$ cat src/hw/dps_pkg.sv
/*
 * constants, state encoding and port-level figures for the two-port
 * double-data-rate burst memory port logic.
 * assumes one system clock; the documented clock pins arrive as
 * levels sampled on that clock and their rises are found by edge detect.
 */
// Operation
// - strap high: read data 1.5 input clock cycles after request
// - strap low: legacy mode, read data one clock after the request
// - strap driven low turns the internal pll off
// - every read or write access starts on an input_timing_pos rise
// - outputs timed by output pair, input pair in single-clock mode
// - write data captured on rises of both input clocks
// - read data register updates only on rises of the pair that times outputs
// - read, write and byte-lane selects registered on input rises
// - read data only on read bus, write data only on write bus
// - one address bus shared; each port latches it on its own edge
// - read: select low at input_pos rise latches address
// - write: word0 at input_pos rise, address and word1 at neg rise
// - lane enables sampled per word; disabled lanes keep stored bytes
// - deselected read port finishes, tristates after next output pos rise
package dps_pkg;
    localparam int unsigned WORD_W        = 18;
    localparam int unsigned LANES         = 2;
    localparam int unsigned ADDR_W        = 4;
    localparam int unsigned CLK_MHZ       = 25;
    localparam int unsigned CLK_PERIOD_NS = 40;
    localparam int unsigned LEGACY_MAX_MHZ = 167;
    localparam logic        STRAP_RST     = 1'h1;

    // gray along idle -> lower -> upper -> tail -> idle
    typedef enum logic [1:0] {
        ST_IDLE = 2'h0,
        ST_LO   = 2'h1,
        ST_HI   = 2'h3,
        ST_TAIL = 2'h2
    } dps_rd_e;
endpackage : dps_pkg

$ cat src/hw/dps_edge.sv
/*
 * rise detector for one sampled clock-like pin.
 * assumes the pin is already synchronous to clk.
 */
`timescale 1ns/1ns
module dps_edge (
    input  wire logic clk,
    input  wire logic srst,
    input  wire logic level,
    output logic      rise
);
    logic prev_ff;

    always_ff @(posedge clk) begin
        if (srst) begin
            prev_ff <= 1'h1;
        end else begin
            prev_ff <= level;
        end
    end

    // reset to one so a pin held high at release is not a rise
    assign rise = level & ~prev_ff;
endmodule : dps_edge

$ cat src/hw/dps_port.sv
/*
 * read and write port logic of a two-port burst memory with a shared
 * address bus, two-word bursts and a latency strap.
 * assumes the controller drives all pins synchronous to clk, and that
 * each documented clock pin changes level at most once per clk cycle.
 */
`timescale 1ns/1ns
module dps_port #(
    parameter int unsigned W  = dps_pkg::WORD_W,
    parameter int unsigned NL = dps_pkg::LANES,
    parameter int unsigned AW = dps_pkg::ADDR_W
) (
    input  wire logic          clk,
    input  wire logic          srst,
    input  wire logic          pll_bypass_n,
    input  wire logic          single_clock_mode,
    input  wire logic          input_timing_pos,
    input  wire logic          input_timing_neg,
    input  wire logic          output_timing_pos,
    input  wire logic          output_timing_neg,
    input  wire logic          read_select_n,
    input  wire logic          write_select_n,
    input  wire logic [NL-1:0] byte_lane_enable_n,
    input  wire logic [AW-1:0] address,
    input  wire logic [W-1:0]  write_value_in,
    output logic      [W-1:0]  read_data_out,
    output logic               read_data_oe,
    output logic               echo_strobe_pos,
    output logic               echo_strobe_neg,
    output logic               pll_enabled
);
    localparam int unsigned LW = W / NL;

    typedef struct packed {
        logic            pll_on;
        logic            single;
        dps_pkg::dps_rd_e st;
        logic            rd_pend_v;
        logic [AW-1:0]   rd_pend_a;
        logic [AW-1:0]   rd_act_a;
        logic            wr_pend;
        logic [W-1:0]    wr_d0;
        logic [NL-1:0]   wr_be0;
        logic [W-1:0]    dout;
        logic            doe;
        logic            echo_p;
        logic            echo_n;
    } dps_state_s;

    dps_state_s s_ff;
    dps_state_s nxt_s;
    logic [W-1:0] mem [0:(2**(AW+1))-1];

    logic kp_r;
    logic kn_r;
    logic op_r;
    logic on_r;
    logic out_p;
    logic out_n;
    logic lo_edge;
    logic hi_edge;
    logic wr_go;
    logic start;
    logic [AW-1:0] act_a;
    dps_pkg::dps_rd_e st_now;

    ////////////////////////////////////////////////////////////////////
    dps_edge u_kp (.clk(clk), .srst(srst), .level(input_timing_pos),
                   .rise(kp_r));
    dps_edge u_kn (.clk(clk), .srst(srst), .level(input_timing_neg),
                   .rise(kn_r));
    dps_edge u_op (.clk(clk), .srst(srst), .level(output_timing_pos),
                   .rise(op_r));
    dps_edge u_on (.clk(clk), .srst(srst), .level(output_timing_neg),
                   .rise(on_r));

    ////////////////////////////////////////////////////////////////////
    always_comb begin
        nxt_s = s_ff;
        // single-clock mode reuses the input pair for output timing
        out_p = s_ff.single ? kp_r : op_r;
        out_n = s_ff.single ? kn_r : on_r;
        lo_edge = s_ff.pll_on ? out_n : out_p;
        hi_edge = s_ff.pll_on ? out_p : out_n;
        nxt_s.echo_p = s_ff.single ? input_timing_pos : output_timing_pos;
        nxt_s.echo_n = s_ff.single ? input_timing_neg : output_timing_neg;

        // write port: word0 on pos rise, address and word1 on neg rise
        wr_go = kn_r & s_ff.wr_pend;
        if (wr_go) begin
            nxt_s.wr_pend = 1'h0;
        end
        if (kp_r) begin
            nxt_s.wr_pend = ~write_select_n;
            nxt_s.wr_d0   = write_value_in;
            nxt_s.wr_be0  = byte_lane_enable_n;
        end

        // read port: request latched, burst starts at the next pos rise
        start = kp_r & s_ff.rd_pend_v;
        act_a = start ? s_ff.rd_pend_a : s_ff.rd_act_a;
        st_now = start ? dps_pkg::ST_LO : s_ff.st;
        nxt_s.rd_act_a = act_a;
        if (kp_r) begin
            nxt_s.rd_pend_v = ~read_select_n;
            nxt_s.rd_pend_a = address;
        end
        nxt_s.st = st_now;
        case (st_now)
            dps_pkg::ST_LO: begin
                if (lo_edge) begin
                    nxt_s.dout = mem[{act_a, 1'h0}];
                    nxt_s.doe  = 1'h1;
                    nxt_s.st   = dps_pkg::ST_HI;
                end
            end
            dps_pkg::ST_HI: begin
                if (hi_edge) begin
                    nxt_s.dout = mem[{act_a, 1'h1}];
                    nxt_s.st   = dps_pkg::ST_TAIL;
                end
            end
            dps_pkg::ST_TAIL: begin
                // a following read keeps the bus driven with no gap
                if (out_p) begin
                    nxt_s.doe = 1'h0;
                    nxt_s.st  = dps_pkg::ST_IDLE;
                end
            end
            dps_pkg::ST_IDLE: begin
                nxt_s.doe = 1'h0;
            end
            default: begin
                nxt_s.st  = dps_pkg::ST_IDLE;
                nxt_s.doe = 1'h0;
            end
        endcase
    end

    always_ff @(posedge clk) begin
        if (srst) begin
            s_ff <= '0;
            s_ff.st <= dps_pkg::ST_IDLE;
            // straps are caught while reset is held and frozen after
            s_ff.pll_on <= pll_bypass_n;
            s_ff.single <= single_clock_mode;
        end else begin
            s_ff <= nxt_s;
        end
    end

    ////////////////////////////////////////////////////////////////////
    // the array is commited only at the neg rise, so a read in the same
    // cycle sees the old words; no forwarding at this clock rate
    always_ff @(posedge clk) begin
        if (wr_go) begin
            for (int l = 0; l < NL; l++) begin
                if (!s_ff.wr_be0[l]) begin
                    mem[{address, 1'h0}][l*LW +: LW] <=
                        s_ff.wr_d0[l*LW +: LW];
                end
                if (!byte_lane_enable_n[l]) begin
                    mem[{address, 1'h1}][l*LW +: LW] <=
                        write_value_in[l*LW +: LW];
                end
            end
        end
    end

    // separate buses: read data never shares pins with write data
    assign read_data_out   = s_ff.dout;
    assign read_data_oe    = s_ff.doe;
    assign echo_strobe_pos = s_ff.echo_p;
    assign echo_strobe_neg = s_ff.echo_n;
    assign pll_enabled     = s_ff.pll_on;
endmodule : dps_port

$ cat config.mk
export PLATFORM = sky130hd
export DESIGN_NAME = dps_port
export DESIGN_NICKNAME = d
export VERILOG_FILES = /design/src/hw/dps_pkg.sv /design/src/hw/dps_edge.sv /design/src/hw/dps_port.sv
export SDC_FILE = /design/constraint.sdc
export NUM_CORES = 1
export LEC_CHECK = 0
export BUFFER_PORTS_ARGS = -buffer_cell sky130_fd_sc_hd__buf_2
export CAP_MARGIN = 20
export CORE_UTILIZATION = 50
export CTS_BUF_LIST = sky130_fd_sc_hd__clkbuf_8
export CTS_CLUSTER_SIZE = 28
export DETAILED_ROUTE_END_ITERATION = 8
export MAX_ROUTING_LAYER = met4
export PLACE_DENSITY = 0.66
export SYNTH_ARGS = -nofsm -noshare
export SYNTH_HDL_FRONTEND = slang
export SYNTH_SLANG_ARGS = --single-unit
$ cat constraint.sdc
create_clock -name clk -period 2.54 [get_ports clk]
set_clock_uncertainty 0.05 [all_clocks]
set_input_delay 0.508 -clock clk [delete_from_list [all_inputs] [get_ports clk]]
set_output_delay 0.508 -clock clk [all_outputs]
set_load 0.01 [all_outputs]
-- Word-level counts from Yosys, hierarchy flattened
Memory sizes are Yosys's and may differ from the RTL's.
Cells that the tools add are included.
- equal/unequal tests: 6
- mux-type cells: 31
- bitwise gates (word level): 12
- reductions and logical operators: 6
- operators by type and width (kind ; count):
    $pmux 18 s2 ; 1
    $mux 21 ; 1
    $mux 1 ; 20
    $mux 19 ; 1
    $mux 18 ; 1
    $mux 2 ; 4
    $and 1x1->1 ; 6
    $ne 2x2->1 const B ; 3
    $not 1->1 ; 6
    $pmux 2 s3 ; 1
    $reduce_and 3->1 ; 2
    $eq 2x2->1 const B ; 2
    $mux 4 ; 1
    $reduce_bool 2->1 ; 2
    $pmux 1 s3 ; 1
    $reduce_bool 3->1 ; 1
    $eq 2x1->1 const B ; 1
    $logic_not 2->1 ; 1
- register bits after elaboration: 59
- memory bits (writable): 576
- bits of input ports: 34
- output and inout bits: 22
- word-level logic and storage cells: 73
- memories kept: 1
- memories (memory ; depth ; width ; rd ports ; clocked after Yosys merged registers in ; wr ports ; RTL line ; text):
    mem ; 32 ; 18 ; 2 ; 0 ; 2 ; dps_port.sv:52 ; logic [W-1:0] mem [0:(2**(AW+1))-1];

-- Longest topological paths before layout
Gate-level depths: netlist of run 1.
- word-level depth: 7
- gate-level depth with buffers: 10
- depth with buffers taken out: 7

-- Modules after synthesis
From an unflattened synthesis of run 1, not the netlist that was laid out.
- cells, all modules: 1770
- area total of the unflattened synthesis: 26305.2 µm²
- modules (own cells, without submodules) (module ; times used ; cells each ; area an instance (µm²) ; sequential area each (µm²)):
    dps_port ; 1 ; 1758 ; 26175.1 ; 18417.7
    dps_edge ; 4 ; 3 ; 32.5 ; 20.0

-- Least setup slack after synthesis of run 1
OpenSTA, ideal clock, no wires.
- path kind: input to register
- start: in input_timing_pos
- end: reg s_ff (netlist bit read_data_out[15])
- library setup time: 0.117 ns
- arrival time: 2.205 ns
- data required time: 2.373 ns
- setup slack: 0.167 ns
- stages on the path: 9
- path buffers: 2
- path through: and4b_1 > a21oi_4 > buf_6 > buf_6 > mux2i_1 > o21ai_0 > nor4_1 > a21boi_0 > and4bb_2
- cells in the longest elaborated chain, start to end: 6
- elaborated cells on any way between the ends: 17
- those cells by class: 4 x eq/ne; 8 x mux; 2 x bitwise; 2 x reduce/logical; 1 x memory
- RTL lines (what ; RTL line ; text):
    start: declaration ; dps_port.sv:17 ; input wire logic input_timing_pos,
    $and 1x1->1 * ; dps_edge.sv:23 ; assign rise = level & ~prev_ff;
    $and 1x1->1 ; dps_port.sv:100 ; start = kp_r & s_ff.rd_pend_v;
    $mux 4 or $mux 2 (tied branches) ; dps_port.sv:101, dps_port.sv:102 ;
    $mem_v2 32x18, or another cell as far along ; -- ;
    $mux 18, or another cell as far along ; dps_port.sv:118 ; if (hi_edge) begin
    $pmux 18 s2 or $reduce_and 3->1 (tied branches) ; -- ;
    end signal: assignment ; dps_port.sv:148 ; s_ff <= nxt_s;
    end: declaration ; dps_port.sv:50 ; dps_state_s s_ff;
Every way passes the cells marked *; elsewhere a longest branch is shown, timed or not. The select of a mux whose other input is x is not followed.
A chain may end at the register's enable or synchronous reset.

-- Worst setup path after layout of run 1
- start: reg u_kp.prev_ff
- end: reg s_ff (netlist bit read_data_out[2])
- cells in the longest elaborated chain, start to end: 7
- elaborated cells on any way between the ends: 18
- those cells by class: 4 x eq/ne; 8 x mux; 3 x bitwise; 2 x reduce/logical; 1 x memory
- RTL lines (what ; RTL line ; text):
    start: declaration ; dps_edge.sv:12 ; logic prev_ff;
    start signal: assignment ; dps_edge.sv:18 ; prev_ff <= level;
    $not 1->1 * ; dps_edge.sv:23 ;
    $and 1x1->1 * ; dps_edge.sv:23 ;
    $and 1x1->1 ; dps_port.sv:100 ;
    $mux 4 or $mux 2 (tied branches) ; dps_port.sv:101, dps_port.sv:102 ;
    $mem_v2 32x18, or another cell as far along ; -- ;
    $mux 18, or another cell as far along ; dps_port.sv:118 ;
    $pmux 18 s2 or $reduce_and 3->1 (tied branches) ; -- ;
Marked as above.

==> run metrics, run 1 <==
share of the synthesized area in the top cell type=70.36%; share of layout cells above drive strength 1=between 30% and 40%; Main synth FF type=edfxtp_1; Placer Congestion=between 0.8 and 0.9; Antenna Violating Nets Remaining=0; crit start category=flop; drt total wl=62380 um; r2r worst-path depth=9; r2r endpoint=read_data_out[2]$_SDFFE_PP0P_; IO Pins=56; Mapped Cells=approximately 1400; P&R area growth vs syn=19.90%; Wirelength per Cell=25.38 um; buffers added on ports=55; Final Hold Fails=0; pre-CTS WS=-620.9 ps; Critical Path Fanout Max=5; sw frac=a little over a fifth; core box area=48850 um^2; largest net degree at the start of global routing=49; clk sinks=635; grt ovf=0; worst path arrival time=3080 ps; Area contributors post-synth=edfxtp_1, mux4_2, dfxtp_1; setup TNS=-349.0 ps; via count=14340; Required @ worst endpoint=3000 ps; hold_sp=input_timing_neg; first-iteration detailed-routing DRC count=roughly 1600; top cells by count, synth=edfxtp_1, nand2_1, mux4_2, nor2_1, mux2i_1; FFs w/ async S/R, synth=0%; final layout net count=1744; final setup fails=10; PD cells=658.5 nW/um^2; max_cap viols=0; design area=29580 um^2; worst vdd ir=0.0003651 V; Die X=224.1 um; Net Count, Synth=1465; Syn Area/Cell=17.24 um^2; global-route wire length before repair=91320 um; clk root buf=clkbuf_8; power share of the combinational group=1.5%; final core occ=60.55%; Critical Path End Type=flop; CTS tree=yes; Seq/Total Area, Yosys=between 70% and 80%; die area=50230 um^2; internal reg-to-reg setup slack=-80 ps; die height=approximately 220 um; worst r2r src=u_kp.prev_ff$_SDFF_PP1_; status=finished with violations; Slew @ Worst Pin=740.9 ps; number of core rows=81; final hold slack=about 74 ps; clock buffer depth=3; Synth Register Bits=635; WS Path Type=reg -> reg; via/cell ratio=roughly 6; fmax=roughly 380 MHz; min Tclk post-route=approximately 2600 ps; Max H-tree Level=3; violated checks=setup timing; most frequent cell after synthesis=edfxtp_1; crit share post-route=103.1%; Post-synth EDFFs=578; Yosys warning total=0; gr usage total=26.06%; end point of the critical path=read_data_out[2]$_SDFFE_PP0P_; final worst slack=-78.55 ps; Clk pwr share=approximately 40%; Placed Area=27050 um^2; Max Slew Vio Count=0; Pleak=10.35 nW; cell taking the most area after synthesis=edfxtp_1; CTS Buf Count=97; vias in the first global route=~14000; CP startpoint=u_kp.prev_ff$_SDFF_PP1_; Initial Util=50.50%; Internal=roughly 15 mW; Cell variety after synth=57; initial antenna violation count=2; HP Class=in -> reg; fill cell count=3655; Post-DP HPWL=39280 um; Slew headroom=50.55%; RSZ-0062 raised after global routing=yes; latest clock arrival within the worst-skew pair=670 ps; DRT Pass-1 Iters=8; Switch Pwr=4.084 mW; Post-Synthesis Cell Area=24670 um^2; Post-route DRC=0; Seq pwr share=58.8%; Clock transition at path regs=60 ps
==> cells in the final DEF, fill, tap and decap left out, types with 7 or more instances in the layout <==
| master | instances |
|---|---|
| mux2i_1 | 77 |
| mux4_2 | 86 |
| nand2_1 | 151 |
| inv_1 | 49 |
| a21oi_1 | 62 |
| o21ai_0 | 17 |
| o22ai_1 | 30 |
| nor2b_1 | 8 |
| a22oi_2 | 16 |
| dfxtp_1 | 55 |
| nor4_1 | 13 |
| nor4_2 | 7 |
| nor2_1 | 86 |
| buf_4 | 168 |
| a22o_1 | 7 |
| or2_2 | 8 |
| buf_12 | 32 |
| clkinv_1 | 7 |
| a22oi_1 | 17 |
| edfxtp_1 | 578 |
| nand3_1 | 24 |
| clkbuf_8 | 105 |
| buf_2 | 55 |
| clkinv_2 | 20 |
==> metal layers <==
layer	global-route usage, %	part of all wire, %
met3	4.696	9.4
met4	8.683	2.5
met1	36.22	41
met2	39.16	47
met5	-	0
==> cell families after synthesis <==
kind of cell    after synthesis  share of synthesized area [%]
simple gates                333                          6.021
buf+inv                     100                          2.496
mux                         170                          11.37
flops                       635                          74.99
compound gates              193                          5.128
==> repair_timing <==
| action | CTS | global route |
|---|---|---|
| endpoints found under the setup margin | 16 | 18 |
| gates cloned | 3 | 3 |
| hold buffers | 4 | 0 |
| buffers inserted | 7 | 12 |
| endpoints found under the hold margin | 4 | 0 |
| gates resized for setup | 23 | 50 |
| pin swaps | 6 | 24 |
==> worst max-delay path, stage by stage, from the launching register on <==
cell and delay, ps:
dfxtp_2 340, and4b_2 260, a21oi_4 150, buf_8 150, buf_12 120, buf_12 100
mux4_2 490, a22o_1 290, nor4_4 410, nor4_1 90
==> through the flow <==
| stage | power, mW | cells |
|---|---|---|
| final | 19.48 | 2458 |
| after global routing | 20.07 | 2458 |
| after CTS | 19.61 | 2440 |
| after detailed placement | 11.94 | 2247 |
| after global placement | 11.93 | 2247 |
| after floorplan | 11.75 | 1431 |
==> power by group through the flow <==
| stage | clock network, mW | registers [mW] | logic [mW] |
|---|---|---|---|
| after floorplan | 0 | 11.6 | 0.106 |
| after global placement | 0 | 11.7 | 0.268 |
| after detailed placement | 0 | 11.7 | 0.276 |
| after CTS | 7.88 | 11.4 | 0.284 |
| after global routing | 8.32 | 11.4 | 0.315 |
| final | 7.74 | 11.4 | 0.291 |
==> registers in the layout, indices dropped and copies added (netlist names) <==
signal	flops
mem	576
s_ff	32
read_data_out	18
echo_strobe_neg	1
echo_strobe_pos	1
nxt_s	1
pll_enabled	1
read_data_oe	1
u_kn.prev_ff	1
u_kp.prev_ff	1
u_on.prev_ff	1
u_op.prev_ff	1
==> worst min-delay path by stage <==
stage                               to  slack (ps)  cells past startpoint
2_1_floorplan    s_ff[21]$_SDFFE_PP0P_         380                      2
6_report       u_kn.prev_ff$_SDFF_PP1_          70                      3
3_5_place_dp     s_ff[21]$_SDFFE_PP0P_         400                      2
5_1_grt        u_kp.prev_ff$_SDFF_PP1_          70                      2
4_1_cts        u_kp.prev_ff$_SDFF_PP1_          30                      2
3_3_place_gp     s_ff[21]$_SDFFE_PP0P_         390                      2
==> cell type report <==
type | instances | area [um^2] | share of cell area [%]
well taps | 664 | 830.8 | 2.809
inverters | 5 | 18.77 | 0.06346
diodes | 3 | 7.507 | 0.02538
clock buffers | 105 | 1445 | 4.886
flip-flops and latches | 635 | 18500 | 62.55
multi-input cells | 696 | 5859 | 19.81
clock inverters | 75 | 344.1 | 1.163
repair buffers | 275 | 2570 | 8.689
No activity file was read; power rests on OpenSTA's default activity.
==> inputs of run 2 (changes only) <==
- clock period: 2.54 -> 2.7 ns (I/O delays scaled with it)
==> run metrics, run 2 (same netlist as run 1, synthesis figures left out) <==
total setup buffers inserted after CTS=0; Post-route DRC=0; Die X=224.1 um; Slew @ Worst Pin=675.0 ps; critical path depth=9; grt ovf=0; design area=28960 um^2; Largest Register=mem; RSZ-0062 raised after global routing=yes; WS Path Type=reg -> reg; PD cells=657.9 nW/um^2; via count=14010; global-route wire length before repair=89510 um; IO Pins=56; HP Class=in -> reg; Critical Path Fanout Max=27; die area=50230 um^2; final worst slack=77.78 ps; Antenna Violating Nets Remaining=0; Max H-tree Level=3; share of layout cells above drive strength 1=26.97%; Seq pwr share=56.5%; Required @ worst endpoint=between 3000 and 4000 ps; clk sinks=635; Finished Layout Cells=2415; commonest non-fill, non-tap cell in the layout=edfxtp_1; Initial Util=approximately 50%; crit start category=flop; r2r worst-path depth=9; Switch Pwr=3.932 mW; crit share post-route=97.12%; r2r endpoint=read_data_out[16]$_SDFFE_PP0P_; most frequent cells in the layout=edfxtp_1, nand2_1, buf_4, clkbuf_8; vias in the first global route=13950; Inst Count DP=2222; status=completed; Slew headroom=55.00%; final core occ=between 50% and 60%; buffers added on ports=55; core box area=48850 um^2; Placer Congestion=0.8476; Clock transition at path regs=60 ps; CTS Buf Count=100; worst vdd ir=about 0.00036 V; Final Hold Fails=0; final setup fails=0; worst path arrival time=3080 ps; max reg flops=about 580; drt total wl=60250 um; final layout net count=1699; max_cap viols=0; CTS tree=yes; first-iteration detailed-routing DRC count=~1400; Wirelength per Cell=~25 um; worst r2r src=u_kp.prev_ff$_SDFF_PP1_; sw frac=20.64%; power share of the combinational group=1.4%; CP peak stage delay=510 ps; Pleak=10.05 nW; fmax=around 380 MHz; clock buffer depth=3; end point of the critical path=read_data_out[16]$_SDFFE_PP0P_; clk root buf=clkbuf_8; Post-DP HPWL=38460 um; via/cell ratio=a little under 6; CP startpoint=u_kp.prev_ff$_SDFF_PP1_; P&R area growth vs syn=17.42%; pre-CTS WS=-409.7 ps; initial antenna violation count=2; crit-path most repeated cell=buf_12; Critical Path, Cell by Cell=and4b_1, a21oi_4, buf_12, buf_16, buf_12, mux4_2, a22oi_2, and3_4, nor4_1; Critical Path End Type=flop; Worst path slowest cell=mux4_2; die height=approximately 220 um; Max Slew Vio Count=0; gr usage total=25.41%; largest net degree at the start of global routing=49; kind of cell with the highest combined delay on the critical path=buffers and inverters; min Tclk post-route=~2600 ps; latest clock arrival within the worst-skew pair=680 ps; worst path bufs/invs=3; internal reg-to-reg setup slack=80 ps; final hold slack=113.1 ps; number of core rows=81; DRT Pass-1 Iters=5; Placed Area=26810 um^2; Clk pwr share=42.1%; Internal=around 15 mW
run 2: area by class of cell:
cell class / count / area, um^2
fill: 3643 / 19890
sequential: 635 / 18500
multi-input combinational: 696 / 5659
timing repair buffer: 227 / 1964
clock buffer: 107 / 1473
tap: 664 / 830.8
clock inverter: 80 / 516.7
inverter: 5 / 18.77
antenna: 1 / 2.502
run 2: metrics by stage:
step / total power, mW / setup TNS, ps
6_report: 19.06 / 0
3_5_place_dp: 11.22 / -3488
3_3_place_gp: 11.21 / -3146
2_1_floorplan: 11.05 / 0
4_1_cts: 19.20 / 0
5_1_grt: 19.65 / -25.82
run 2: power groups by stage:
stage | logic, mW | clock network (mW) | registers [mW]
3_5_place_dp | 0.252 | 0 | 11.0
6_report | 0.262 | 8.03 | 10.8
2_1_floorplan | 0.0996 | 0 | 11.0
5_1_grt | 0.283 | 8.60 | 10.8
3_3_place_gp | 0.242 | 0 | 11.0
4_1_cts | 0.259 | 8.18 | 10.8
run 2: worst min-delay path: stages:
cell	delay (ps)
buf_2	130
nand2_1	60
a21oi_1	50
run 2: how the worst min path moves through the flow:
stage                     startpoint                       to  depth (start not counted)
2_1_floorplan  s_ff[21]$_SDFFE_PP0P_    s_ff[21]$_SDFFE_PP0P_                          2
3_3_place_gp   s_ff[22]$_SDFFE_PP0P_    s_ff[22]$_SDFFE_PP0P_                          2
3_5_place_dp   s_ff[22]$_SDFFE_PP0P_    s_ff[22]$_SDFFE_PP0P_                          2
4_1_cts             input_timing_neg  u_kn.prev_ff$_SDFF_PP1_                          3
5_1_grt             input_timing_neg  u_kn.prev_ff$_SDFF_PP1_                          3
6_report       byte_lane_enable_n[1]    s_ff[22]$_SDFFE_PP0P_                          3
run 2: routing by layer:
| layer | global-route usage [%] | wire (um) | part of all wire (%) | vias to the layer above |
|---|---|---|---|---|
| li1 | - | - | - | 6114 |
| met1 | 35.52 | 25540 | 42 | 7186 |
| met2 | 38.28 | 28620 | 48 | 631 |
| met3 | 4.158 | 4869 | 8.1 | 81 |
| met4 | 8.440 | 1217 | 2.0 | 0 |
| met5 | - | 0 | 0 | - |
run 2: what timing repair did:
| item | 4_1_cts | 5_1_grt |
|---|---|---|
| hold buffers | 5 | 0 |
| pin swaps | 0 | 1 |
| endpoints found under the setup margin | 6 | 9 |
| endpoints found under the hold margin | 5 | 0 |
| gates resized for setup | 6 | 17 |
==> inputs of run 3 (changes only) <==
- GPL_TIMING_DRIVEN: not set -> 0
- SLEW_MARGIN: not set -> 20
==> run metrics, run 3 (same netlist as run 1, synthesis figures left out) <==
Antenna Violating Nets Remaining=0; most frequent cells in the layout=edfxtp_1, nand2_1, clkbuf_8, mux4_2, mux2i_1; fill cell count=3592; Inst Count DP=approximately 2200; latest clock arrival within the worst-skew pair=710 ps; crit share post-route=100.4%; Clock transition at path regs=roughly 60 ps; multi-input logic area=approximately 6200 um^2; sequential cell area=between 15000 and 20000 um^2; core box area=slightly below 50000 um^2; Largest Register=mem; CP startpoint=s_ff[50]$_SDFFE_PP0P_; Finished Layout Cells=2413; CTS Buf Count=101; Most Crowded Layer GR=met2; DRT Pass-1 Iters=8; HP Class=in -> reg; buffers added on ports=55; met1 usage=36.93%; max reg flops=576; end point of the critical path=read_data_out[17]$_SDFFE_PP0P_; vias in the first global route=approximately 14000; Post-route DRC=0; Initial Util=between 50% and 60%; Wirelength per Cell=29.06 um; Post-DP HPWL=roughly 43000 um; final core occ=60.64%; Critical Path End Type=flop; pre-CTS WS=-1335 ps; status=finished with violations; initial antenna violation count=4; clock buffer depth=3; Pleak=10.04 nW; Power Total=18.94 mW; RSZ-0062 raised after global routing=yes; clk sinks=635; worst r2r src=s_ff[50]$_SDFFE_PP0P_; crit start category=flop; drt total wl=~70000 um; setup TNS=-12.06 ps; gr usage total=28.63%; die area=50230 um^2; via count=14680; Die X=224.1 um; Max Slew Vio Count=0; M3 GR Usage=8.054%; commonest non-fill, non-tap cell in the layout=edfxtp_1; Slew @ Worst Pin=around 1200 ps; Max H-tree Level=3; WS Path Type=reg -> reg; min Tclk post-route=2712 ps; global-route wire length before repair=~97000 um; CTS tree=yes; largest net degree at the start of global routing=18; final layout net count=1693; fmax=368.8 MHz; P&R area growth vs syn=20.10%; PD cells=639.5 nW/um^2; share of layout cells above drive strength 1=31.06%; Placed Area=roughly 26000 um^2; Slew headroom=19.85%; Placer Congestion=between 0.9 and 1; clk root buf=clkbuf_8; Critical Path Fanout Max=8; violated checks=setup timing; via/cell ratio=6.082; worst vdd ir=0.0003464 V; final hold slack=54.01 ps; design area=between 20000 and 30000 um^2; met2 usage=between 40% and 50%; die height=224.1 um; final worst slack=-11.87 ps; max_cap viols=0; Required @ worst endpoint=between 3000 and 4000 ps; number of core rows=81; grt ovf=0; first-iteration detailed-routing DRC count=2064; internal reg-to-reg setup slack=-10 ps; final setup fails=2; worst path arrival time=3230 ps; IO Pins=56; r2r endpoint=read_data_out[17]$_SDFFE_PP0P_; r2r worst-path depth=10; Final Hold Fails=0
==> run 3: cell types whose count changed in the layout (fill, tap and decap cells not counted), sizes merged, moves of 3 or more <==
cell | previous run | this run
clkbuf | 107 | 137
bufinv | 7 | 2
diode | 1 | 4
inv | 49 | 38
clkinv | 27 | 37
buf | 222 | 192
==> run 3: worst min path at each step <==
stage | slack [ps] | cells after the start | endpoint | from
detailed placement | 400 | 2 | s_ff[21]$_SDFFE_PP0P_ | s_ff[21]$_SDFFE_PP0P_
global route | 80 | 3 | echo_strobe_neg$_SDFF_PP0_ | input_timing_neg
CTS | 40 | 3 | echo_strobe_neg$_SDFF_PP0_ | input_timing_neg
finish | 50 | 3 | echo_strobe_neg$_SDFF_PP0_ | input_timing_neg
floorplan | 380 | 2 | s_ff[21]$_SDFFE_PP0P_ | s_ff[21]$_SDFFE_PP0P_
global placement | 390 | 2 | s_ff[21]$_SDFFE_PP0P_ | s_ff[21]$_SDFFE_PP0P_
==> run 3: worst max-delay path, cell delays in order (launching register included) <==
cell and delay [ps]:
dfxtp_2 350, and4b_2 290, a21oi_4 150, buf_12 150, buf_16 170, buf_16 180
buf_12 130, mux4_2 500, a22oi_2 220, nand3_1 190, o2111a_1 190
==> run 3: layer usage <==
| metal | vias up | wire length (um) |
|---|---|---|
| met5 | - | 0 |
| met4 | 0 | 3239 |
| met3 | 190 | 8268 |
| met2 | 949 | 32100 |
| met1 | 7414 | 26520 |
| li1 | 6122 | - |
==> run 3: final cells by class <==
class | count | area share [%]
inverter | 5 | 0.06335
multi-input combinational | 696 | 20.98
antenna | 4 | 0.03379
timing repair buffer | 125 | 4.257
clock buffer | 115 | 5.343
sequential | 635 | 62.45
buffer | 95 | 2.847
tap | 664 | 2.804
clock inverter | 74 | 1.225
==> run 3: repair_timing <==
item	CTS	global route
endpoints found under the setup margin	453	479
pin swaps	11	54
gates resized for setup	130	111
endpoints found under the hold margin	6	0
hold buffers	6	0
setup buffers	8	54
==> run 3: power breakdown <==
group	total [mW]	switching (mW)	internal, mW	leakage, nW
registers	10.8	0.0571	10.7	5.46
clock network	7.88	3.80	4.08	1.12
logic	0.293	0.211	0.0819	3.47
total	18.9	4.07	14.9	10.0
